[config.mk]
export PLATFORM = sky130hd
export DESIGN_NAME = mcrb_bank
export DESIGN_NICKNAME = d
export VERILOG_FILES = /design/src/rtl/mcrb_pkg.sv /design/src/rtl/mcrb_bank.sv
export VERILOG_INCLUDE_DIRS = /design/src /design/src/rtl
export SDC_FILE = /design/constraint.sdc
export NUM_CORES = 1
export LEC_CHECK = 0
export ABC_AREA = 1
export BUFFER_PORTS_ARGS = -buffer_cell sky130_fd_sc_hd__buf_2
export CORE_MARGIN = 4
export CORE_UTILIZATION = 35
export CTS_BUF_LIST = sky130_fd_sc_hd__clkbuf_8 sky130_fd_sc_hd__clkbuf_16
export CTS_CLUSTER_SIZE = 12
export DETAILED_ROUTE_END_ITERATION = 8
export PLACE_DENSITY = 0.54
export REMOVE_ABC_BUFFERS = 1
export SLEW_MARGIN = 10
export SYNTH_ARGS = -nofsm -noshare
export SYNTH_HDL_FRONTEND = slang
export SYNTH_SLANG_ARGS = --single-unit
[constraint.sdc]
create_clock -name clk_sys_in -period 3 [get_ports clk_sys_in]
set_input_delay 0.3 -clock clk_sys_in [delete_from_list [all_inputs] [get_ports clk_sys_in]]
set_output_delay 0.3 -clock clk_sys_in [all_outputs]
set_load 0.1 [all_outputs]
[src/rtl/mcrb_params.svh]
// Purpose: Offsets, reset values and timing figures of the register bank
// Assumes: 40 MHz system clock
// Notes:   Offsets are register indexes; byte address is four times index
`ifndef MCRB_PARAMS_SVH
`define MCRB_PARAMS_SVH

// ----------------------------------------------------------------------
// Register indexes
// ----------------------------------------------------------------------
`define MCRB_IDX_CR_TIME   8'h37
`define MCRB_IDX_CW_TMO    8'h39
`define MCRB_IDX_AT_DLY    8'h3a
`define MCRB_IDX_RING_CNT  8'h3b
`define MCRB_IDX_CI_GAIN   8'h3c
`define MCRB_IDX_RST_CTL   8'h62
`define MCRB_IDX_INTR_SET  8'h82
`define MCRB_IDX_LINE_V    8'hdb
`define MCRB_IDX_DG_SET    8'hdf
`define MCRB_IDX_CFG_ONE   8'he0
`define MCRB_IDX_PIO_A     8'he1
`define MCRB_IDX_PIO_B     8'he2
`define MCRB_IDX_PIN_DIR   8'he3
`define MCRB_IDX_CFG_FIVE  8'he4
`define MCRB_IDX_WIN_LOW   8'he5
`define MCRB_IDX_WIN_HIGH  8'he6
`define MCRB_IDX_PA_MODE   8'he8

// ----------------------------------------------------------------------
// Reset values
// ----------------------------------------------------------------------
`define MCRB_RST_CR_TIME   8'h20
`define MCRB_RST_CW_TMO    8'h3c
`define MCRB_RST_AT_DLY    8'h29
`define MCRB_RST_RING_CNT  8'h03
`define MCRB_RST_CI_GAIN   8'h01
`define MCRB_RST_RST_CTL   8'h41
`define MCRB_RST_INTR_SET  8'h08
`define MCRB_RST_DG_SET    8'h0c
`define MCRB_RST_CFG_ONE   8'h22
`define MCRB_RST_PIO_A     8'h04
`define MCRB_RST_ZERO      8'h00

// ----------------------------------------------------------------------
// Timing
// ----------------------------------------------------------------------
`define MCRB_CLK_KHZ       40000
`define MCRB_CR_UNIT_NUM   5
`define MCRB_CR_UNIT_DEN   3
`define MCRB_CW_UNIT_S     1
`define MCRB_AT_UNIT_US    53330
`define MCRB_RING_GAP_MS   200
`define MCRB_LV_MIN_V      3

`endif

[src/rtl/mcrb_pkg.sv]
// Purpose: Types shared by the register bank
// Assumes: Nothing
// Notes:   None
package mcrb_pkg;

  typedef enum logic [7:0]
  {
    MCRB_MODE_ADDR = 8'h00,
    MCRB_MODE_DATA = 8'h01,
    MCRB_MODE_CTRL = 8'h02
  } mcrb_mode_type;

  typedef enum logic [1:0]
  {
    MCRB_RESP_OKAY   = 2'h0,
    MCRB_RESP_SLVERR = 2'h2
  } mcrb_resp_type;

endpackage : mcrb_pkg

[src/rtl/mcrb_bank.sv]
// Purpose: Modem configuration and status registers behind AXI4-Lite
// Assumes: One clock, synchronous active-low reset
// Notes:   Carrier and ring pins pass a three-stage synchroniser
//
// Chosen here: the AXI4-Lite register port.
`include "mcrb_params.svh"

module mcrb_bank
  import mcrb_pkg::*;
#(
  parameter logic [31:0] CR_UNIT_CYC = 32'((`MCRB_CR_UNIT_NUM
    * `MCRB_CLK_KHZ + `MCRB_CR_UNIT_DEN - 1) / `MCRB_CR_UNIT_DEN),
  parameter logic [31:0] CW_UNIT_CYC =
    32'(`MCRB_CW_UNIT_S * `MCRB_CLK_KHZ * 1000),
  parameter logic [31:0] AT_UNIT_CYC =
    32'(`MCRB_AT_UNIT_US * (`MCRB_CLK_KHZ / 1000)),
  parameter logic [31:0] RING_GAP_CYC =
    32'(`MCRB_RING_GAP_MS * `MCRB_CLK_KHZ)
)
(
  input  wire logic        clk_sys_in,
  input  wire logic        resetn_in,
  input  wire logic        s_axi_awvalid_in,
  output logic             s_axi_awready_out,
  input  wire logic [9:0]  s_axi_awaddr_in,
  input  wire logic        s_axi_wvalid_in,
  output logic             s_axi_wready_out,
  input  wire logic [31:0] s_axi_wdata_in,
  input  wire logic [3:0]  s_axi_wstrb_in,
  output logic             s_axi_bvalid_out,
  input  wire logic        s_axi_bready_in,
  output logic [1:0]       s_axi_bresp_out,
  input  wire logic        s_axi_arvalid_in,
  output logic             s_axi_arready_out,
  input  wire logic [9:0]  s_axi_araddr_in,
  output logic             s_axi_rvalid_out,
  input  wire logic        s_axi_rready_in,
  output logic [31:0]      s_axi_rdata_out,
  output logic [1:0]       s_axi_rresp_out,
  input  wire logic        carrier_pin_in,
  input  wire logic        ring_pin_in,
  input  wire logic        call_start_in,
  input  wire logic        off_hook_in,
  input  wire logic        answer_mode_in,
  input  wire logic [7:0]  line_volts_in,
  input  wire logic [7:0]  proc_status_in,
  output logic             carrier_valid_out,
  output logic             call_abort_out,
  output logic             answer_tone_out,
  output logic             ring_valid_out,
  output logic [15:0]      proc_addr_out,
  output logic [13:0]      proc_data_out,
  output logic [7:0]       proc_ctrl_low_out,
  output logic [7:0]       proc_ctrl_high_out
);

  // --------------------------------------------------------------------
  // Plain bit-mapped storage
  // --------------------------------------------------------------------
  localparam int NPLAIN = 9;
  localparam logic [7:0] PLAIN_IDX [NPLAIN] = '{
    `MCRB_IDX_CI_GAIN, `MCRB_IDX_RST_CTL, `MCRB_IDX_INTR_SET,
    `MCRB_IDX_DG_SET, `MCRB_IDX_CFG_ONE, `MCRB_IDX_PIO_A,
    `MCRB_IDX_PIO_B, `MCRB_IDX_PIN_DIR, `MCRB_IDX_CFG_FIVE};
  localparam logic [7:0] PLAIN_RST [NPLAIN] = '{
    `MCRB_RST_CI_GAIN, `MCRB_RST_RST_CTL, `MCRB_RST_INTR_SET,
    `MCRB_RST_DG_SET, `MCRB_RST_CFG_ONE, `MCRB_RST_PIO_A,
    `MCRB_RST_ZERO, `MCRB_RST_ZERO, `MCRB_RST_ZERO};

  logic [7:0]  plain_q [NPLAIN];
  logic        aw_have_q, aw_have_d, w_have_q, w_have_d;
  logic [7:0]  aw_idx_q, aw_idx_d, w_data_q, w_data_d;
  logic        w_strb_q, w_strb_d;
  logic        awready_q, awready_d, wready_q, wready_d;
  logic        bvalid_q, bvalid_d, arready_q, arready_d;
  logic        rvalid_q, rvalid_d;
  logic [1:0]  bresp_q, bresp_d, rresp_q, rresp_d;
  logic [7:0]  rdata_q, rdata_d;
  logic        do_wr, wr_en;
  logic [7:0]  ar_idx;
  logic [7:0]  cdr_q, cdr_d, cdt_q, cdt_d, atd_q, atd_d, rp_q, rp_d;
  logic [7:0]  mode_q, mode_d, lvs_q, lvs_d;
  logic [15:0] paddr_q, paddr_d;
  logic [13:0] pdata_q, pdata_d;
  logic [7:0]  pctl_lo_q, pctl_lo_d, pctl_hi_q, pctl_hi_d;

  assign do_wr  = aw_have_q && w_have_q && !bvalid_q;
  assign wr_en  = do_wr && w_strb_q;
  assign ar_idx = s_axi_araddr_in[9:2];

  for (genvar i = 0; i < NPLAIN; i++)
  begin : g_plain
    logic [7:0] val_d;
    always_comb
    begin
      val_d = plain_q[i];
      if (wr_en && aw_idx_q == PLAIN_IDX[i])
      begin
        val_d = w_data_q;
      end
    end
    always_ff @(posedge clk_sys_in)
    begin
      if (!resetn_in)
      begin
        plain_q[i] <= PLAIN_RST[i];
      end
      else
      begin
        plain_q[i] <= val_d;
      end
    end
  end

  // --------------------------------------------------------------------
  // AXI4-Lite slave and register writes
  // --------------------------------------------------------------------
  function automatic logic mapped(input logic [7:0] idx);
    logic hit;
    hit = 1'b0;
    for (int i = 0; i < NPLAIN; i++)
    begin
      hit = hit || (idx == PLAIN_IDX[i]);
    end
    return hit || idx inside {`MCRB_IDX_CR_TIME, `MCRB_IDX_CW_TMO,
      `MCRB_IDX_AT_DLY, `MCRB_IDX_RING_CNT, `MCRB_IDX_LINE_V,
      `MCRB_IDX_WIN_LOW, `MCRB_IDX_WIN_HIGH, `MCRB_IDX_PA_MODE};
  endfunction : mapped

  always_comb
  begin
    aw_have_d = aw_have_q;
    aw_idx_d  = aw_idx_q;
    w_have_d  = w_have_q;
    w_data_d  = w_data_q;
    w_strb_d  = w_strb_q;
    bvalid_d  = bvalid_q;
    bresp_d   = bresp_q;
    cdr_d     = cdr_q;
    cdt_d     = cdt_q;
    atd_d     = atd_q;
    rp_d      = rp_q;
    mode_d    = mode_q;
    paddr_d   = paddr_q;
    pdata_d   = pdata_q;
    pctl_lo_d = pctl_lo_q;
    pctl_hi_d = pctl_hi_q;
    if (s_axi_awvalid_in && awready_q)
    begin
      aw_have_d = 1'b1;
      aw_idx_d  = s_axi_awaddr_in[9:2];
    end
    if (s_axi_wvalid_in && wready_q)
    begin
      w_have_d = 1'b1;
      w_data_d = s_axi_wdata_in[7:0];
      w_strb_d = s_axi_wstrb_in[0];
    end
    if (bvalid_q && s_axi_bready_in)
    begin
      bvalid_d = 1'b0;
    end
    if (do_wr)
    begin
      aw_have_d = 1'b0;
      w_have_d  = 1'b0;
      bvalid_d  = 1'b1;
      bresp_d   = mapped(aw_idx_q) ? MCRB_RESP_OKAY : MCRB_RESP_SLVERR;
    end
    if (wr_en)
    begin
      unique case (aw_idx_q)
        `MCRB_IDX_CR_TIME:  cdr_d  = w_data_q;
        `MCRB_IDX_CW_TMO:   cdt_d  = w_data_q;
        `MCRB_IDX_AT_DLY:   atd_d  = w_data_q;
        `MCRB_IDX_RING_CNT: rp_d   = w_data_q;
        `MCRB_IDX_PA_MODE:  mode_d = w_data_q;
        `MCRB_IDX_WIN_LOW:
        begin
          // Window meaning follows the mode already in place
          if (mode_q == MCRB_MODE_ADDR)
            paddr_d[7:0] = w_data_q;
          else if (mode_q == MCRB_MODE_DATA)
            pdata_d[7:0] = w_data_q;
          else if (mode_q == MCRB_MODE_CTRL)
            pctl_lo_d = w_data_q;
        end
        `MCRB_IDX_WIN_HIGH:
        begin
          if (mode_q == MCRB_MODE_ADDR)
            paddr_d[15:8] = w_data_q;
          else if (mode_q == MCRB_MODE_DATA)
            pdata_d[13:8] = w_data_q[5:0];
          else if (mode_q == MCRB_MODE_CTRL)
            pctl_hi_d = w_data_q;
        end
        default: ;
      endcase
    end
    awready_d = !aw_have_d && !bvalid_d;
    wready_d  = !w_have_d && !bvalid_d;
  end

  // --------------------------------------------------------------------
  // Register reads
  // --------------------------------------------------------------------
  always_comb
  begin
    rvalid_d  = rvalid_q;
    rdata_d   = rdata_q;
    rresp_d   = rresp_q;
    if (rvalid_q && s_axi_rready_in)
    begin
      rvalid_d  = 1'b0;
    end
    if (s_axi_arvalid_in && arready_q)
    begin
      rvalid_d  = 1'b1;
      rresp_d   = mapped(ar_idx) ? MCRB_RESP_OKAY : MCRB_RESP_SLVERR;
      rdata_d   = 8'h00;
      for (int i = 0; i < NPLAIN; i++)
      begin
        if (ar_idx == PLAIN_IDX[i])
          rdata_d = plain_q[i];
      end
      unique case (ar_idx)
        `MCRB_IDX_CR_TIME:  rdata_d = cdr_q;
        `MCRB_IDX_CW_TMO:   rdata_d = cdt_q;
        `MCRB_IDX_AT_DLY:   rdata_d = atd_q;
        `MCRB_IDX_RING_CNT: rdata_d = rp_q;
        `MCRB_IDX_LINE_V:   rdata_d = lvs_q;
        `MCRB_IDX_PA_MODE:  rdata_d = mode_q;
        `MCRB_IDX_WIN_LOW:
          if (mode_q == MCRB_MODE_CTRL)
            rdata_d = proc_status_in;
        default: ;
      endcase
    end
    // Read address open whenever no read answer is pending
    arready_d = !rvalid_d;
  end

  always_ff @(posedge clk_sys_in)
  begin
    if (!resetn_in)
    begin
      aw_have_q <= 1'b0;
      aw_idx_q  <= 8'h00;
      w_have_q  <= 1'b0;
      w_data_q  <= 8'h00;
      w_strb_q  <= 1'b0;
      awready_q <= 1'b0;
      wready_q  <= 1'b0;
      bvalid_q  <= 1'b0;
      bresp_q   <= 2'h0;
      arready_q <= 1'b0;
      rvalid_q  <= 1'b0;
      rdata_q   <= 8'h00;
      rresp_q   <= 2'h0;
      cdr_q     <= `MCRB_RST_CR_TIME;
      cdt_q     <= `MCRB_RST_CW_TMO;
      atd_q     <= `MCRB_RST_AT_DLY;
      rp_q      <= `MCRB_RST_RING_CNT;
      mode_q    <= MCRB_MODE_ADDR;
      paddr_q   <= 16'h0000;
      pdata_q   <= 14'h0000;
      pctl_lo_q <= 8'h00;
      pctl_hi_q <= 8'h00;
    end
    else
    begin
      aw_have_q <= aw_have_d;
      aw_idx_q  <= aw_idx_d;
      w_have_q  <= w_have_d;
      w_data_q  <= w_data_d;
      w_strb_q  <= w_strb_d;
      awready_q <= awready_d;
      wready_q  <= wready_d;
      bvalid_q  <= bvalid_d;
      bresp_q   <= bresp_d;
      arready_q <= arready_d;
      rvalid_q  <= rvalid_d;
      rdata_q   <= rdata_d;
      rresp_q   <= rresp_d;
      cdr_q     <= cdr_d;
      cdt_q     <= cdt_d;
      atd_q     <= atd_d;
      rp_q      <= rp_d;
      mode_q    <= mode_d;
      paddr_q   <= paddr_d;
      pdata_q   <= pdata_d;
      pctl_lo_q <= pctl_lo_d;
      pctl_hi_q <= pctl_hi_d;
    end
  end

  // --------------------------------------------------------------------
  // Line timers and voltage readout
  // --------------------------------------------------------------------
  logic [2:0]  car_s_q, ring_s_q;
  logic        car_lvl_q, car_lvl_d, ring_lvl_q, ring_lvl_d;
  logic        ring_prev_q;
  logic [31:0] cr_pre_q, cr_pre_d, cw_pre_q, cw_pre_d;
  logic [31:0] at_pre_q, at_pre_d, gap_q, gap_d;
  logic [7:0]  cr_cnt_q, cr_cnt_d, cw_cnt_q, cw_cnt_d;
  logic [7:0]  at_cnt_q, at_cnt_d, rg_cnt_q, rg_cnt_d;
  logic        car_ok_q, car_ok_d, wait_q, wait_d, abort_q, abort_d;
  logic        tone_q, tone_d, ring_ok_q, ring_ok_d;
  logic        answering;
  logic signed [7:0] volts;

  assign answering = off_hook_in && answer_mode_in;
  assign volts     = $signed(line_volts_in);

  always_comb
  begin
    car_lvl_d  = (car_s_q[1] == car_s_q[2]) ? car_s_q[2] : car_lvl_q;
    ring_lvl_d = (ring_s_q[1] == ring_s_q[2]) ? ring_s_q[2] : ring_lvl_q;
    cr_pre_d = cr_pre_q;
    cr_cnt_d = cr_cnt_q;
    car_ok_d = car_ok_q;
    if (!car_lvl_q)
    begin
      cr_pre_d = 32'h0;
      cr_cnt_d = 8'h00;
      car_ok_d = 1'b0;
    end
    else if (!car_ok_q)
    begin
      if (cr_cnt_q >= cdr_q)
        car_ok_d = 1'b1;
      else if (cr_pre_q == CR_UNIT_CYC - 32'h1)
      begin
        cr_pre_d = 32'h0;
        cr_cnt_d = cr_cnt_q + 8'h01;
      end
      else
        cr_pre_d = cr_pre_q + 32'h1;
    end
    cw_pre_d = cw_pre_q;
    cw_cnt_d = cw_cnt_q;
    wait_d   = wait_q;
    abort_d  = abort_q;
    if (call_start_in)
    begin
      wait_d   = 1'b1;
      abort_d  = 1'b0;
      cw_pre_d = 32'h0;
      cw_cnt_d = 8'h00;
    end
    else if (wait_q)
    begin
      if (car_ok_q)
        wait_d = 1'b0;
      else if (cw_cnt_q >= cdt_q)
      begin
        wait_d  = 1'b0;
        abort_d = 1'b1;
      end
      else if (cw_pre_q == CW_UNIT_CYC - 32'h1)
      begin
        cw_pre_d = 32'h0;
        cw_cnt_d = cw_cnt_q + 8'h01;
      end
      else
        cw_pre_d = cw_pre_q + 32'h1;
    end
    at_pre_d = at_pre_q;
    at_cnt_d = at_cnt_q;
    tone_d   = tone_q;
    if (!answering)
    begin
      at_pre_d = 32'h0;
      at_cnt_d = 8'h00;
      tone_d   = 1'b0;
    end
    else if (!tone_q)
    begin
      if (at_cnt_q >= atd_q)
        tone_d = 1'b1;
      else if (at_pre_q == AT_UNIT_CYC - 32'h1)
      begin
        at_pre_d = 32'h0;
        at_cnt_d = at_cnt_q + 8'h01;
      end
      else
        at_pre_d = at_pre_q + 32'h1;
    end
    gap_d    = gap_q;
    rg_cnt_d = rg_cnt_q;
    if (ring_lvl_q && !ring_prev_q)
    begin
      gap_d = 32'h0;
      if (rg_cnt_q != 8'hff)
        rg_cnt_d = rg_cnt_q + 8'h01;
    end
    else if (gap_q == RING_GAP_CYC - 32'h1)
      rg_cnt_d = 8'h00;
    else
      gap_d = gap_q + 32'h1;
    ring_ok_d = (rg_cnt_d != 8'h00) && (rg_cnt_d >= rp_q);
    if (volts >= 8'sd3 || volts <= -8'sd3)
      lvs_d = line_volts_in;
    else
      lvs_d = 8'h00;
  end

  always_ff @(posedge clk_sys_in)
  begin
    if (!resetn_in)
    begin
      car_s_q     <= 3'h0;
      ring_s_q    <= 3'h0;
      car_lvl_q   <= 1'b0;
      ring_lvl_q  <= 1'b0;
      ring_prev_q <= 1'b0;
      cr_pre_q    <= 32'h0;
      cw_pre_q    <= 32'h0;
      at_pre_q    <= 32'h0;
      gap_q       <= 32'h0;
      cr_cnt_q    <= 8'h00;
      cw_cnt_q    <= 8'h00;
      at_cnt_q    <= 8'h00;
      rg_cnt_q    <= 8'h00;
      car_ok_q    <= 1'b0;
      wait_q      <= 1'b0;
      abort_q     <= 1'b0;
      tone_q      <= 1'b0;
      ring_ok_q   <= 1'b0;
      lvs_q       <= 8'h00;
    end
    else
    begin
      car_s_q     <= {car_s_q[1:0], carrier_pin_in};
      ring_s_q    <= {ring_s_q[1:0], ring_pin_in};
      car_lvl_q   <= car_lvl_d;
      ring_lvl_q  <= ring_lvl_d;
      ring_prev_q <= ring_lvl_q;
      cr_pre_q    <= cr_pre_d;
      cw_pre_q    <= cw_pre_d;
      at_pre_q    <= at_pre_d;
      gap_q       <= gap_d;
      cr_cnt_q    <= cr_cnt_d;
      cw_cnt_q    <= cw_cnt_d;
      at_cnt_q    <= at_cnt_d;
      rg_cnt_q    <= rg_cnt_d;
      car_ok_q    <= car_ok_d;
      wait_q      <= wait_d;
      abort_q     <= abort_d;
      tone_q      <= tone_d;
      ring_ok_q   <= ring_ok_d;
      lvs_q       <= lvs_d;
    end
  end

  // --------------------------------------------------------------------
  // Outputs
  // --------------------------------------------------------------------
  assign s_axi_awready_out  = awready_q;
  assign s_axi_wready_out   = wready_q;
  assign s_axi_bvalid_out   = bvalid_q;
  assign s_axi_bresp_out    = bresp_q;
  assign s_axi_arready_out  = arready_q;
  assign s_axi_rvalid_out   = rvalid_q;
  assign s_axi_rdata_out    = {24'h000000, rdata_q};
  assign s_axi_rresp_out    = rresp_q;
  assign carrier_valid_out  = car_ok_q;
  assign call_abort_out     = abort_q;
  assign answer_tone_out    = tone_q;
  assign ring_valid_out     = ring_ok_q;
  assign proc_addr_out      = paddr_q;
  assign proc_data_out      = pdata_q;
  assign proc_ctrl_low_out  = pctl_lo_q;
  assign proc_ctrl_high_out = pctl_hi_q;
endmodule : mcrb_bank

* Yosys cells after proc, flatten, opt, wreduce, memory -nomap -nowiden
Memories as Yosys holds them, arrays and structs flattened. Index checks and enable logic that the tools add are counted. W data, S select, Z words.
Operators by class: $add $sub $neg 8, $lt $le $gt $ge 6, eq/ne operators 43, muxes and demuxes 55, bitwise gates (word level) 17, reductions and logical operators 74
Operators by type and width (number):
- $mux W8 | 31
- $eq A8 B8 Y1 const B | 22
- $add A32 B1 Y32 const B | 4
- $mux W32 | 3
- $eq A8 B6 Y1 const B | 10
- $pmux W8 S7 | 1
- $add A8 B1 Y8 const B | 4
- $eq A32 B17 Y1 const B | 1
- $eq A32 B22 Y1 const B | 1
- $eq A32 B23 Y1 const B | 1
- $eq A32 B26 Y1 const B | 1
- $ge A8 B8 Y1 | 4
- $reduce_bool A8 Y1 | 3
- $logic_and A1 B1 Y1 | 22
- $reduce_and A2 Y1 | 10
- $logic_or A1 B1 Y1 | 19
- $mux W1 | 18
- $reduce_and A3 Y1 | 6
- $eq A8 B7 Y1 const B | 2
- $reduce_and A4 Y1 | 3
- $reduce_and A5 Y1 | 2
- $or A1 B1 Y1 | 9
- $eq A8 B1 Y1 const B | 1
- $eq A8 B2 Y1 const B | 1
- other kinds (9) | 24
Word-level totals: bits in registers 304, bits in writable memories 72, bits of input ports 84, output and inout bits 91, word-level logic and storage cells 247, memories 1
Memory list:
- plain_q | words 9, width 8, rd ports 9, clocked after memory_dff 0, write ports 9, line mcrb_bank.sv:70 | logic [7:0] plain_q [NPLAIN];

* Longest topological paths before layout
Gate-level depths: netlist (run 1).
depth in word-level cells 12, gate-level depth with buffers 17, gate-level depth less buffers 17

* Least setup slack after synthesis (run 1)
Ideal clock, no wire load.
path kind register -> register, start point register gap_q[0], end point register ring_ok_q (netlist: ring_valid_out), setup time 0.128 ns, arrival time 2.140 ns, data required time 2.872 ns, slack 0.733 ns, stages on the path, launching flop included 18, path buffers 0, clock period less this slack 2.267 ns, cell sequence dfxtp_1 > ha_1 > nand3_1 > nor2_1 > nand2_1 > nor2_1 > nand2_1 > nand2_1 > nand2_1 > nand2_1 > inv_1 > ha_1 > a21oi_1 > o21ai_0 > nand2_1 > o2111ai_1 > nand2_1 > nor2_1
On the way: cells in the longest elaborated chain, start to end 5, elaborated cells between the ends (all ways) 6, those cells by class order compare: 1; eq/ne: 1; mux: 2; reduce/logical: 2
RTL lines:
- start: declaration | line mcrb_bank.sv:304 | logic [31:0] at_pre_q, at_pre_d, gap_q, gap_d;
- start signal: assignment | line mcrb_bank.sv:442 | gap_q <= gap_d;
- $eq A32 B23 Y1 * | line mcrb_bank.sv:397 | else if (gap_q == RING_GAP_CYC - 32'h1)
- $mux W8 * | line mcrb_bank.sv:397
- $mux W8 * | line mcrb_bank.sv:391 | if (ring_lvl_q && !ring_prev_q)
- named net rg_cnt_d[3] | line mcrb_bank.sv:306 | logic [7:0] at_cnt_q, at_cnt_d, rg_cnt_q, rg_cnt_d;
- $ge A8 B8 Y1 / $reduce_bool A8 Y1 (equally long branches) | line mcrb_bank.sv:401 | ring_ok_d = (rg_cnt_d != 8'h00) && (rg_cnt_d >= rp_q);
- $logic_and A1 B1 Y1 * | line mcrb_bank.sv:401
- end signal: assignment | line mcrb_bank.sv:451 | ring_ok_q <= ring_ok_d;
- end: declaration | line mcrb_bank.sv:308 | logic tone_q, tone_d, ring_ok_q, ring_ok_d;
Mark *: on every way through the listed nets, which the timed path passes. The rest lies on a longest branch. A chain may end at the register's enable or synchronous reset.

* Worst setup path in the final report (run 1)
Ends and elaborated chain as after synthesis.

==> results of run 1 <==
[metrics by stage]
stage                     instance area (um^2)  std cells  hold WS [ns]  utilization [%]
after floorplan                          19200       2759         0.385                -
after global placement                   20900       3647         0.404             37.7
after detailed placement                 20900       3647         0.417             37.7
after CTS                                22600       3746       0.00799             40.7
after global routing                     22600       3746        0.0410             40.7
final                                    22600       3746        0.0438             40.7
[synth_stat cells (41+ instances only)]
cell / n / share of area, %
nand2_1: 594 / 11
dfxtp_1: 374 / 38
inv_1: 305 / 5.8
a21oi_1: 276 / 7.0
nor2_1: 276 / 5.3
o21ai_0: 166 / 4.2
nand3_1: 157 / 4.0
nor3_1: 117 / 3.0
nand4_1: 96 / 3.0
clkbuf_1: 57 / 1.1
nor4_1: 48 / 1.5
ha_1: 41 / 2.6
[logic make-up (layout without fill, tap and decap cells)]
kind of cell	count (synthesis)	count (layout)
AOI/OAI and AO/OA	554	554
other	1	26
xor gates and xnor gates	55	55
adders and majority gates	41	41
DFF	374	374
buffers and inverters	448	568
and+or+nand+nor	1380	1380
[report_power, final]
part / switching, mW / leakage, nW / internal (mW)
clock: 2.18 / 0.740 / 3.15
sequential: 0.0418 / 3.02 / 5.01
combinational: 0.519 / 5.04 / 0.123
total: 2.75 / 8.80 / 8.28
[area by class of cell]
cell class	instances	share of cell area, %
multi-input combinational	2056	46.3
sequential	374	33.2
clock buffer	55	5.60
inverter	329	5.47
timing repair buffer	163	4.45
tap	748	4.15
clock inverter	21	0.837
[flip-flops by register name, indices dropped and copies added, names as in the netlist, 14 cells and up]
name           flops
at_pre_q          32
cr_pre_q          32
cw_pre_q          32
gap_q             32
plain_q           72
proc_addr_out     16
proc_data_out     14
[layer usage]
metal  vias up  part of all wire (%)  routed length, um
li1       9730                     -                  -
met3       103                   5.6               3330
met4         4                   2.7               1590
met2       471                    45              26600
met5         -                 0.025                 15
met1      8917                    47              27600
[how the worst max path moves through the flow]
stage	startpoint	end	depth (start not counted)
global placement	gap_q[0]	ring_valid_out	17
detailed placement	gap_q[0]	ring_valid_out	17
global route	gap_q[0]	ring_valid_out	17
CTS	gap_q[0]	ring_valid_out	17
finish	gap_q[0]	ring_valid_out	17
floorplan	carrier_valid_out	cr_pre_q[10]	5
[critical path: stages, from the launching register on]
cell	delay [ns]
dfxtp_1	0.37
ha_1	0.22
nand3_1	0.09
nor2_1	0.22
nand2_1	0.11
nor2_1	0.12
nand2_1	0.20
nand2_1	0.12
nand2_1	0.05
nand2_1	0.11
inv_1	0.06
ha_1	0.28
a21oi_1	0.16
o21ai_0	0.09
nand2_1	0.07
o2111ai_1	0.12
nand2_1	0.10
nor2_1	0.04
==> metrics.json, run 1 <==
{
  "status": {"value": "finished clean"},
  "worst_ep_arrival_time": {"value": 3.09, "unit": "ns"},
  "cts_clk_pin_slew_worst_paths": {"value": 0.06, "unit": "ns"},
  "p_leak": {"value": 8.80, "unit": "nW"},
  "cts.htree.levels": {"value": 2},
  "die_area": {"value": 60200, "unit": "um^2"},
  "via_per_inst": {"value": 5.13},
  "dr.first_iter.drc_count": {"value": 1147},
  "antenna-diode-count": {"value": 0},
  "cp.required": {"value": 3.43, "unit": "ns"},
  "yosys.cell_types.count": {"value": 53},
  "global_route.usage.met3": {"value": 3.49, "unit": "%"},
  "largest_family_of_logic_cells_by_synthesized_area": {"value": "simple AND/OR/NAND/NOR gates"},
  "via_count_of_the_first_global_routing_pass": {"value": 18000},
  "most-common-layout-cells": {"value": "nand2_1 (594), dfxtp_1 (374), inv_1 (312)"},
  "placementRows": {"value": 86},
  "post-route-min-period": {"value": 2.67, "unit": "ns"},
  "grt_setup_unrepaired": {"value": "false"},
  "synth-async-reset-ratio": {"value": 0, "unit": "%"},
  "io_pins": {"value": 175},
  "via_count": {"value": 19200},
  "yosysWarningCount": {"value": 0},
  "grt_pass1_wl": {"value": 94.8, "unit": "mm"},
  "grt-busiest-layer": {"value": "met2"},
  "transition_time_of_the_tightest_slew_check_pin": {"value": 1.07, "unit": "ns"},
  "hold-path-endpoint": {"value": "w_data_q[5]"},
  "final_nets": {"value": 3093},
  "chipWidth": {"value": 245, "unit": "um"},
  "yosys_most_used_dff": {"value": "dfxtp_1"},
  "timing.critical_path.fanout_max": {"value": 8},
  "postSynthRegisterBits": {"value": 374},
  "use_met2": {"value": 30.9, "unit": "%"},
  "ys_seq_area_share": {"value": 38.0, "unit": "%"},
  "clkSinkCount": {"value": 374},
  "multiInputGateArea": {"value": 10500, "unit": "um^2"},
  "share_of_post_route_cells_with_drive_strength_above_1": {"value": 10.0, "unit": "%"},
  "coreArea": {"value": 55400, "unit": "um^2"},
  "filler_cell_count": {"value": 5870},
  "port_buffers": {"value": 117},
  "layout_setup_ws": {"value": 0.332, "unit": "ns"},
  "gpl.final_weighted_congestion": {"value": 0.913},
  "post_synth_xor_area_fraction": {"value": 2.44, "unit": "%"},
  "cts_tree": {"value": "yes"},
  "globalRoute.totalOverflow": {"value": 0},
  "mostFrequentLayoutCell": {"value": "nand2_1"},
  "relSlewSlack": {"value": 28.3, "unit": "%"},
  "setup_total_negative_slack": {"value": 0, "unit": "ns"},
  "synth_enable_flop_cells": {"value": 0},
  "synth_compound_gate_area_share": {"value": 15.4, "unit": "%"},
  "hold_violations": {"value": 0},
  "grt_max_degree": {"value": 114},
  "place.detailed.hpwl": {"value": 43.2, "unit": "mm"},
  "postCtsSetupRepairBufs": {"value": 0},
  "netlist_instances": {"value": 2853},
  "hp-class": {"value": "input pin to flop"},
  "regToRegSetupSlack": {"value": 0.33, "unit": "ns"},
  "areaGrowthSynthToFinish": {"value": 14.4, "unit": "%"},
  "postRouteAntennaNets": {"value": 0},
  "drcViolationCount": {"value": 0},
  "critical_path_launch_point_type": {"value": "flop"},
  "worstSetupEndpointType": {"value": "flop"},
  "reg2reg_path_depth": {"value": 17},
  "r2r_path_end": {"value": "ring_valid_out"},
  "final.period_utilization": {"value": 88.9, "unit": "%"},
  "detailedRoute.firstPassIterationCount": {"value": 5},
  "cells_resized_by_post_cts_repair": {"value": 0},
  "max_clock_freq": {"value": 0.375, "unit": "GHz"},
  "cap_violations": {"value": 0},
  "route.detailed.wl_per_inst": {"value": 15.8, "unit": "um"},
  "r2r-start": {"value": "gap_q[0]"},
  "synth-simple-area-share": {"value": 32.1, "unit": "%"},
  "clock_path_buffers": {"value": 3},
  "cts_hold_buf": {"value": 23},
  "final-setup-viol-count": {"value": 0},
  "final-max-slew-violation-count": {"value": 0},
  "die_h": {"value": 245, "unit": "um"},
  "setup.worst_path.class": {"value": "flop to flop"},
  "synth.mux.area_fraction": {"value": 0, "unit": "%"},
  "clkLatencyLatePin": {"value": 0.58, "unit": "ns"},
  "ir_drop": {"value": 0.405, "unit": "mV"},
  "worst_hold_startpoint": {"value": "s_axi_wdata_in[5]"},
  "drt-total-wl": {"value": 59.1, "unit": "mm"},
  "grt_util_all_layers": {"value": 19.0, "unit": "%"},
  "synthesized_cell_area": {"value": 19700, "unit": "um^2"},
  "p_per_area": {"value": 488, "unit": "nW/um^2"},
  "clock-skew-final": {"value": 0.0204, "unit": "ns"},
  "antenna_violations_before_repair": {"value": 2},
  "postSynthAreaPerCell": {"value": 6.91, "unit": "um^2"},
  "min_path_cells": {"value": 3},
  "final_total_pwr": {"value": 11.0, "unit": "mW"},
  "cts_inserted_buffers": {"value": 44},
  "post_synth_fa_ha_maj_area_fraction": {"value": 2.60, "unit": "%"},
  "regArea": {"value": 7490, "unit": "um^2"},
  "dp_worst_setup_slack": {"value": 0.345, "unit": "ns"},
  "cts.root.buffer_cell": {"value": "clkbuf_16"},
  "initial_core_util": {"value": 35.6, "unit": "%"},
  "met1_usage": {"value": 25.5, "unit": "%"}
}
Note: power is estimated with default switching activity, not from simulation.
==> run 2, diff against run 1 <==
GPL_TIMING_DRIVEN = 0   (was default)
==> run 2 against run 1 <==
  * First-iteration DRC count rose by 6.6%
  * Sequential power is essentially flat
  * Flip-flop and latch count stayed put
  * Clock power fell by 2%
  * Total power shrank 1.1%
  * Hold slack worse by 0.00051 ns
  * Wire length fell by 1.9%
  * Global-route usage is 0.12 points lower
  * Setup slack gained 0.036 ns
  * Register-to-register slack gained 0.04 ns
  * Clock skew grew 0.014 ns
  * Largest cell class unchanged
  * Largest power group unchanged
  * Highest routed layer unchanged
==> metrics.json, run 2 (synthesized netlist as in run 1, its figures left out) <==
{
  "post_route_cell_area": {"value": 22500, "unit": "um^2", "change": "was 22600 um^2"},
  "cp.required": {"value": 3.44, "unit": "ns", "change": "was 3.43 ns"},
  "timing.critical_path.fanout_max": {"value": 44, "change": "was 8"},
  "setup_total_negative_slack": {"value": 0, "unit": "ns", "change": "unchanged"},
  "die_h": {"value": 245, "unit": "um", "change": "unchanged"},
  "die_area": {"value": 60200, "unit": "um^2", "change": "unchanged"},
  "antenna_violations_before_repair": {"value": 3, "change": "was 2"},
  "placed_cell_area": {"value": 20800, "unit": "um^2", "change": "was 20900 um^2"},
  "clock-skew-final": {"value": 0.0341, "unit": "ns", "change": "was 0.0204 ns"},
  "cts_inserted_buffers": {"value": 44, "change": "unchanged"},
  "detailedRoute.firstPassIterationCount": {"value": 5, "change": "unchanged"},
  "postCtsSetupRepairBufs": {"value": 0, "change": "unchanged"},
  "placementRows": {"value": 86, "change": "unchanged"},
  "cts_clk_pin_slew_worst_paths": {"value": 0.06, "unit": "ns", "change": "about the same"},
  "final.period_utilization": {"value": 87.8, "unit": "%", "change": "was 88.9%"},
  "post-route-min-period": {"value": 2.63, "unit": "ns", "change": "was 2.67 ns"},
  "most-common-layout-cells": {"value": "nand2_1 (591), dfxtp_1 (374), inv_1 (313)", "change": "was nand2_1 (594), dfxtp_1 (374), inv_1 (312)"},
  "cts_tree": {"value": "yes", "change": "unchanged"},
  "crit_family": {"value": "simple AND/OR/NAND/NOR gates", "change": "unchanged"},
  "postRouteAntennaNets": {"value": 0, "change": "unchanged"},
  "p_leak": {"value": 8.75, "unit": "nW", "change": "was 8.80 nW"},
  "critical-path-top-cell-by-count": {"value": "a21oi_1", "change": "was nand2_1"},
  "cts.htree.levels": {"value": 2, "change": "unchanged"},
  "drt-total-wl": {"value": 58.0, "unit": "mm", "change": "was 59.1 mm"},
  "clkSinkCount": {"value": 374, "change": "unchanged"},
  "ir_drop": {"value": 0.384, "unit": "mV", "change": "was 0.405 mV"},
  "top_register": {"value": "plain_q", "change": "unchanged"},
  "hold_violations": {"value": 0, "change": "unchanged"},
  "grt_util_all_layers": {"value": 18.8, "unit": "%", "change": "was 19.0%"},
  "globalRoute.totalOverflow": {"value": 0, "change": "unchanged"},
  "slowest_stage": {"value": "nor2_4", "change": "was dfxtp_1"},
  "cap_violations": {"value": 0, "change": "unchanged"},
  "worstPathBufferInverterCount": {"value": 3, "change": "was 1"},
  "relSlewSlack": {"value": 21.0, "unit": "%", "change": "was 28.3%"},
  "io_pins": {"value": 175, "change": "unchanged"},
  "drcViolationCount": {"value": 0, "change": "unchanged"},
  "critical_path.max_stage_delay": {"value": 0.41, "unit": "ns", "change": "was 0.37 ns"},
  "utilization_of_the_core_after_routing": {"value": 40.6, "unit": "%", "change": "was 40.7%"},
  "chipWidth": {"value": 245, "unit": "um", "change": "unchanged"},
  "place.detailed.hpwl": {"value": 41.8, "unit": "mm", "change": "was 43.2 mm"},
  "p_per_area": {"value": 485, "unit": "nW/um^2", "change": "was 488 nW/um^2"},
  "worstSetupEndpointType": {"value": "flop", "change": "unchanged"},
  "cts.root.buffer_cell": {"value": "clkbuf_16", "change": "unchanged"},
  "via_per_inst": {"value": 5.04, "change": "was 5.13"},
  "via_count_of_the_first_global_routing_pass": {"value": 17900, "change": "was 18000"},
  "setup.worst_path.class": {"value": "flop to flop", "change": "unchanged"},
  "final-max-slew-violation-count": {"value": 0, "change": "unchanged"},
  "transition_time_of_the_tightest_slew_check_pin": {"value": 1.18, "unit": "ns", "change": "was 1.07 ns"},
  "layout_setup_ws": {"value": 0.367, "unit": "ns", "change": "was 0.332 ns"},
  "clkLatencyLatePin": {"value": 0.60, "unit": "ns", "change": "was 0.58 ns"},
  "final-setup-viol-count": {"value": 0, "change": "unchanged"},
  "dr.first_iter.drc_count": {"value": 1223, "change": "was 1147"},
  "final_total_pwr": {"value": 10.9, "unit": "mW", "change": "was 11.0 mW"},
  "final_nets": {"value": 3077, "change": "was 3093"},
  "max_clock_freq": {"value": 0.380, "unit": "GHz", "change": "was 0.375 GHz"},
  "route.detailed.wl_per_inst": {"value": 15.5, "unit": "um", "change": "was 15.8 um"},
  "gpl.final_weighted_congestion": {"value": 0.914, "change": "was 0.913"},
  "grt_max_degree": {"value": 129, "change": "was 114"},
  "dp_worst_setup_slack": {"value": -0.562, "unit": "ns", "change": "was 0.345 ns"},
  "largest_register_ff_count": {"value": 72, "change": "unchanged"},
  "share_of_post_route_cells_with_drive_strength_above_1": {"value": 9.62, "unit": "%", "change": "was 10.0%"},
  "path_cells": {"value": "inv_1, ha_1, a21oi_1, o21ai_1, a21oi_1, nand2_1, nor2_4, inv_4, nor2_4, inv_1, nand2_1, a21oi_1", "change": "was ha_1, nand3_1, nor2_1, nand2_1, nor2_1, nand2_1, nand2_1, nand2_1, nand2_1, inv_1, ha_1, a21oi_1, o21ai_0, nand2_1, o2111ai_1, nand2_1, nor2_1"},
  "initial_core_util": {"value": 35.6, "unit": "%", "change": "unchanged"},
  "coreArea": {"value": 55400, "unit": "um^2", "change": "unchanged"},
  "port_buffers": {"value": 117, "change": "unchanged"},
  "clock_path_buffers": {"value": 3, "change": "unchanged"},
  "grt_pass1_wl": {"value": 94.2, "unit": "mm", "change": "was 94.8 mm"},
  "via_count": {"value": 18800, "change": "was 19200"},
  "status": {"value": "finished clean", "change": "unchanged"},
  "areaGrowthSynthToFinish": {"value": 14.1, "unit": "%", "change": "was 14.4%"},
  "worst_ep_arrival_time": {"value": 3.07, "unit": "ns", "change": "was 3.09 ns"},
  "critical_path_launch_point_type": {"value": "flop", "change": "unchanged"},
  "hp-class": {"value": "input pin to flop", "change": "unchanged"},
  "mostFrequentLayoutCell": {"value": "nand2_1", "change": "unchanged"},
  "grt_setup_unrepaired": {"value": "false", "change": "unchanged"}
}
## run 2: path summary, 6_finish.rpt
kind         depth (start not counted)           to               from  slack, ns
max reg2reg                         12  at_cnt_q[5]           atd_q[1]       0.37
min reg2reg                          2   car_s_q[1]         car_s_q[0]       0.42
min                                  3  w_data_q[7]  s_axi_wdata_in[7]       0.04
max                                 12  at_cnt_q[5]           atd_q[1]       0.37
## run 2: worst register-to-register path: cells and delay by family (launching register included)
family | cells | cell delay, ns
AO/OA/AOI/OAI | 4 | 0.40
adder cells (fa/ha/maj) | 1 | 0.32
buffers and inverters | 3 | 0.52
flip-flops | 1 | 0.32
AND/OR/NAND/NOR | 4 | 0.92
## run 2: timing repair
item / CTS / global route
setup endpoints to repair: 53 / 57
hold endpoints to repair: 25 / 0
gates resized for setup: 5 / 6
pin swaps: 0 / 1
cloned: 0 / 1
hold buffers: 25 / 0
## run 2: through the flow
stage / hold slack, ns / cells
2_1_floorplan: 0.385 / 2759
3_3_place_gp: 0.400 / 3624
3_5_place_dp: 0.407 / 3628
4_1_cts: 0.00624 / 3729
5_1_grt: 0.0553 / 3730
6_report: 0.0433 / 3731
## run 2: report_power, final
part / total (mW) / internal (mW) / switching [mW]
Clock: 5.22 / 3.00 / 2.23
Sequential: 5.05 / 5.01 / 0.0439
Combinational: 0.631 / 0.119 / 0.512
## run 2: area by class of cell
class | instances | area [um^2]
Fill cell | 5862 | 32900
Multi-Input combinational cell | 2057 | 10500
Sequential cell | 374 | 7490
Inverter | 329 | 1240
Clock buffer | 53 | 1220
Tap cell | 748 | 936
Timing Repair Buffer | 146 | 920
Clock inverter | 23 | 190
Antenna cell | 1 | 2.50
## run 2: layer usage
metal / up-vias / GRT usage [%] / part of all wire [%]
met5: - / 0 / 0.026
met4: 4 / 5.59 / 2.5
met3: 94 / 3.35 / 5.2
met2: 414 / 31.3 / 46
met1: 8613 / 25.1 / 47
li1: 9692 / - / -
==> run 3, diff against run 2 <==
CAP_MARGIN = 20   (was default)
SKIP_LAST_GASP = 1   (was default)
clock period = 3.05 ns   (was 3 ns; I/O delays follow)
==> run 3 against run 2 <==
  * Sequential share of layout area decreased by 0.23 points
  * Count of clock-buffer cells in the layout unchanged
  * Wire length increased by 0.31%
  * Die area unchanged
  * Total power increased by 2.9%
  * Final area increased by 0.71%
==> metrics.json, run 3 (synthesized netlist as in run 1, its figures left out) <==
{
  "final-setup-viol-count": {"value": 0, "change": "unchanged"},
  "largest_register_ff_count": {"value": 72, "change": "unchanged"},
  "final-max-slew-violation-count": {"value": 0, "change": "unchanged"},
  "layout_setup_ws": {"value": 0.391, "unit": "ns", "change": "was 0.367 ns"},
  "cp.required": {"value": 3.49, "unit": "ns", "change": "was 3.44 ns"},
  "via_count_of_the_first_global_routing_pass": {"value": 18100, "change": "was 17900"},
  "cts_inserted_buffers": {"value": 45, "change": "was 44"},
  "initial_core_util": {"value": 35.6, "unit": "%", "change": "unchanged"},
  "mostFrequentLayoutCell": {"value": "nand2_1", "change": "unchanged"},
  "clkLatencyLatePin": {"value": 0.59, "unit": "ns", "change": "was 0.60 ns"},
  "place.detailed.hpwl": {"value": 41.9, "unit": "mm", "change": "was 41.8 mm"},
  "drcViolationCount": {"value": 0, "change": "unchanged"},
  "hold_ws": {"value": 0.0392, "unit": "ns", "change": "was 0.0433 ns"},
  "grt_pass1_wl": {"value": 94.1, "unit": "mm", "change": "was 94.2 mm"},
  "regToRegSetupSlack": {"value": 0.39, "unit": "ns", "change": "was 0.37 ns"},
  "clock_path_buffers": {"value": 3, "change": "unchanged"},
  "final.period_utilization": {"value": 87.2, "unit": "%", "change": "was 87.8%"},
  "grt_util_all_layers": {"value": 18.8, "unit": "%", "change": "about the same"},
  "hp-class": {"value": "input pin to flop", "change": "unchanged"},
  "timing.critical_path.fanout_max": {"value": 18, "change": "was 44"},
  "multiInputGateArea": {"value": 10500, "unit": "um^2", "change": "about the same"},
  "p_leak": {"value": 8.82, "unit": "nW", "change": "was 8.75 nW"},
  "regArea": {"value": 7490, "unit": "um^2", "change": "unchanged"},
  "clock-skew-final": {"value": 0.0130, "unit": "ns", "change": "was 0.0341 ns"},
  "grt_max_degree": {"value": 129, "change": "unchanged"},
  "post-route-min-period": {"value": 2.66, "unit": "ns", "change": "was 2.63 ns"},
  "clkSinkCount": {"value": 374, "change": "unchanged"},
  "chipWidth": {"value": 245, "unit": "um", "change": "unchanged"},
  "via_per_inst": {"value": 5.06, "change": "was 5.04"},
  "worst_ep_arrival_time": {"value": 3.10, "unit": "ns", "change": "was 3.07 ns"},
  "globalRoute.totalOverflow": {"value": 0, "change": "unchanged"},
  "critical_path_launch_point_type": {"value": "flop", "change": "unchanged"},
  "ir_drop": {"value": 0.346, "unit": "mV", "change": "was 0.384 mV"},
  "dr.first_iter.drc_count": {"value": 1126, "change": "was 1223"},
  "cts.root.buffer_cell": {"value": "clkbuf_16", "change": "unchanged"},
  "die_area": {"value": 60200, "unit": "um^2", "change": "unchanged"},
  "max_clock_freq": {"value": 0.376, "unit": "GHz", "change": "was 0.380 GHz"},
  "share_of_post_route_cells_with_drive_strength_above_1": {"value": 9.97, "unit": "%", "change": "was 9.62%"},
  "antenna-diode-count": {"value": 0, "change": "was 1"},
  "grt_setup_unrepaired": {"value": "false", "change": "unchanged"},
  "status": {"value": "finished clean", "change": "unchanged"},
  "transition_time_of_the_tightest_slew_check_pin": {"value": 0.969, "unit": "ns", "change": "was 1.18 ns"},
  "most-common-layout-cells": {"value": "nand2_1 (591), dfxtp_1 (374), inv_1 (308)", "change": "was nand2_1 (591), dfxtp_1 (374), inv_1 (313)"},
  "p_per_area": {"value": 495, "unit": "nW/um^2", "change": "was 485 nW/um^2"},
  "postRouteAntennaNets": {"value": 0, "change": "unchanged"},
  "drt-total-wl": {"value": 58.2, "unit": "mm", "change": "was 58.0 mm"},
  "via_count": {"value": 18900, "change": "was 18800"},
  "areaGrowthSynthToFinish": {"value": 14.9, "unit": "%", "change": "was 14.1%"},
  "placementRows": {"value": 86, "change": "unchanged"},
  "filler_cell_count": {"value": 5798, "change": "was 5862"},
  "utilization_of_the_core_after_routing": {"value": 40.9, "unit": "%", "change": "was 40.6%"},
  "final_total_pwr": {"value": 11.2, "unit": "mW", "change": "was 10.9 mW"},
  "cts.htree.levels": {"value": 2, "change": "unchanged"},
  "detailedRoute.firstPassIterationCount": {"value": 6, "change": "was 5"},
  "hold_violations": {"value": 0, "change": "unchanged"},
  "cts_clk_pin_slew_worst_paths": {"value": 0.06, "unit": "ns", "change": "about the same"},
  "final_nets": {"value": 3079, "change": "was 3077"},
  "coreArea": {"value": 55400, "unit": "um^2", "change": "unchanged"},
  "cap_violations": {"value": 0, "change": "unchanged"},
  "dp_worst_setup_slack": {"value": -0.497, "unit": "ns", "change": "was -0.562 ns"},
  "setup.worst_path.class": {"value": "flop to flop", "change": "unchanged"},
  "gpl.final_weighted_congestion": {"value": 0.914, "change": "unchanged"},
  "antenna_violations_before_repair": {"value": 4, "change": "was 3"},
  "worstSetupEndpointType": {"value": "flop", "change": "unchanged"},
  "route.detailed.wl_per_inst": {"value": 15.6, "unit": "um", "change": "was 15.5 um"},
  "port_buffers": {"value": 117, "change": "unchanged"},
  "relSlewSlack": {"value": 35.2, "unit": "%", "change": "was 21.0%"},
  "cts_tree": {"value": "yes", "change": "unchanged"},
  "die_h": {"value": 245, "unit": "um", "change": "unchanged"},
  "io_pins": {"value": 175, "change": "unchanged"},
  "top_register": {"value": "plain_q", "change": "unchanged"}
}
-- run 3: cell types whose count changed in the layout (fill, tap and decap cells not counted), moves of 2 or more --
cell and delta:
clkinv_2 +4, clkinv_4 +2, buf_8 +2, clkinv_8 +2, clkinv_16 -2, inv_1 -5
bufinv_16 +5
-- run 3: area by class of cell --
class                           instances  area share [%]
Inverter                              329            5.49
Clock buffer                           53            5.46
Timing Repair Buffer                  147            4.15
Tap cell                              748            4.13
Sequential cell                       374            33.0
Multi-Input combinational cell       2057            46.3
Clock inverter                         28            1.42
-- run 3: worst paths after layout --
| kind | from | to | cells past startpoint |
|---|---|---|---|
| worst max-delay path | cdr_q[5] | cr_pre_q[5] | 8 |
| worst min-delay path | s_axi_rready_in | s_axi_rvalid_out | 4 |
| worst max register to register | cdr_q[5] | cr_pre_q[5] | 8 |
| worst min register to register | car_s_q[0] | car_s_q[1] | 2 |
-- run 3: power breakdown --
| part | total [mW] | leakage, nW | switching [mW] | internal, mW |
|---|---|---|---|---|
| Combinational | 0.621 | 5.01 | 0.504 | 0.118 |
| Clock | 5.63 | 0.789 | 2.23 | 3.40 |
| Sequential | 4.97 | 3.02 | 0.0435 | 4.93 |
-- run 3: critical path, cell delays in order (launching register included) --
cell     delay (ns)
dfxtp_1        0.38
inv_1          0.06
ha_1           0.30
a21oi_1        0.15
o21a_1         0.15
nand4_1        0.44
buf_8          0.34
o21ai_0        0.56
nor3b_1        0.12
-- run 3: per-stage QoR --
| step | instances | TNS (ns) | instance area (um^2) |
|---|---|---|---|
| finish | 3736 | 0 | 22700 |
| global route | 3736 | 0 | 22700 |
| floorplan | 2759 | 0 | 19200 |
| detailed placement | 3629 | -6.86 | 20800 |
| CTS | 3734 | 0 | 22600 |
| global placement | 3624 | -398.20 | 20700 |
-- run 3: timing repair --
action,in CTS,in global routing
hold buffers,24,0
setup buffers,0,0
resized for setup,2,10
pin swaps,0,1
endpoints found under the hold margin,24,0
endpoints found under the setup margin,41,44
gates cloned,0,1
-- run 3: per-layer routing --
| metal | track usage (%) | vias up | wire length [um] | share of wire (%) |
|---|---|---|---|---|
| li1 | - | 9714 | - | - |
| met1 | 25.1 | 8625 | 27000 | 46 |
| met2 | 30.6 | 441 | 26000 | 45 |
| met3 | 4.14 | 124 | 3380 | 5.8 |
| met4 | 5.89 | 8 | 1760 | 3.0 |
| met5 | 0 | - | 29 | 0.050 |
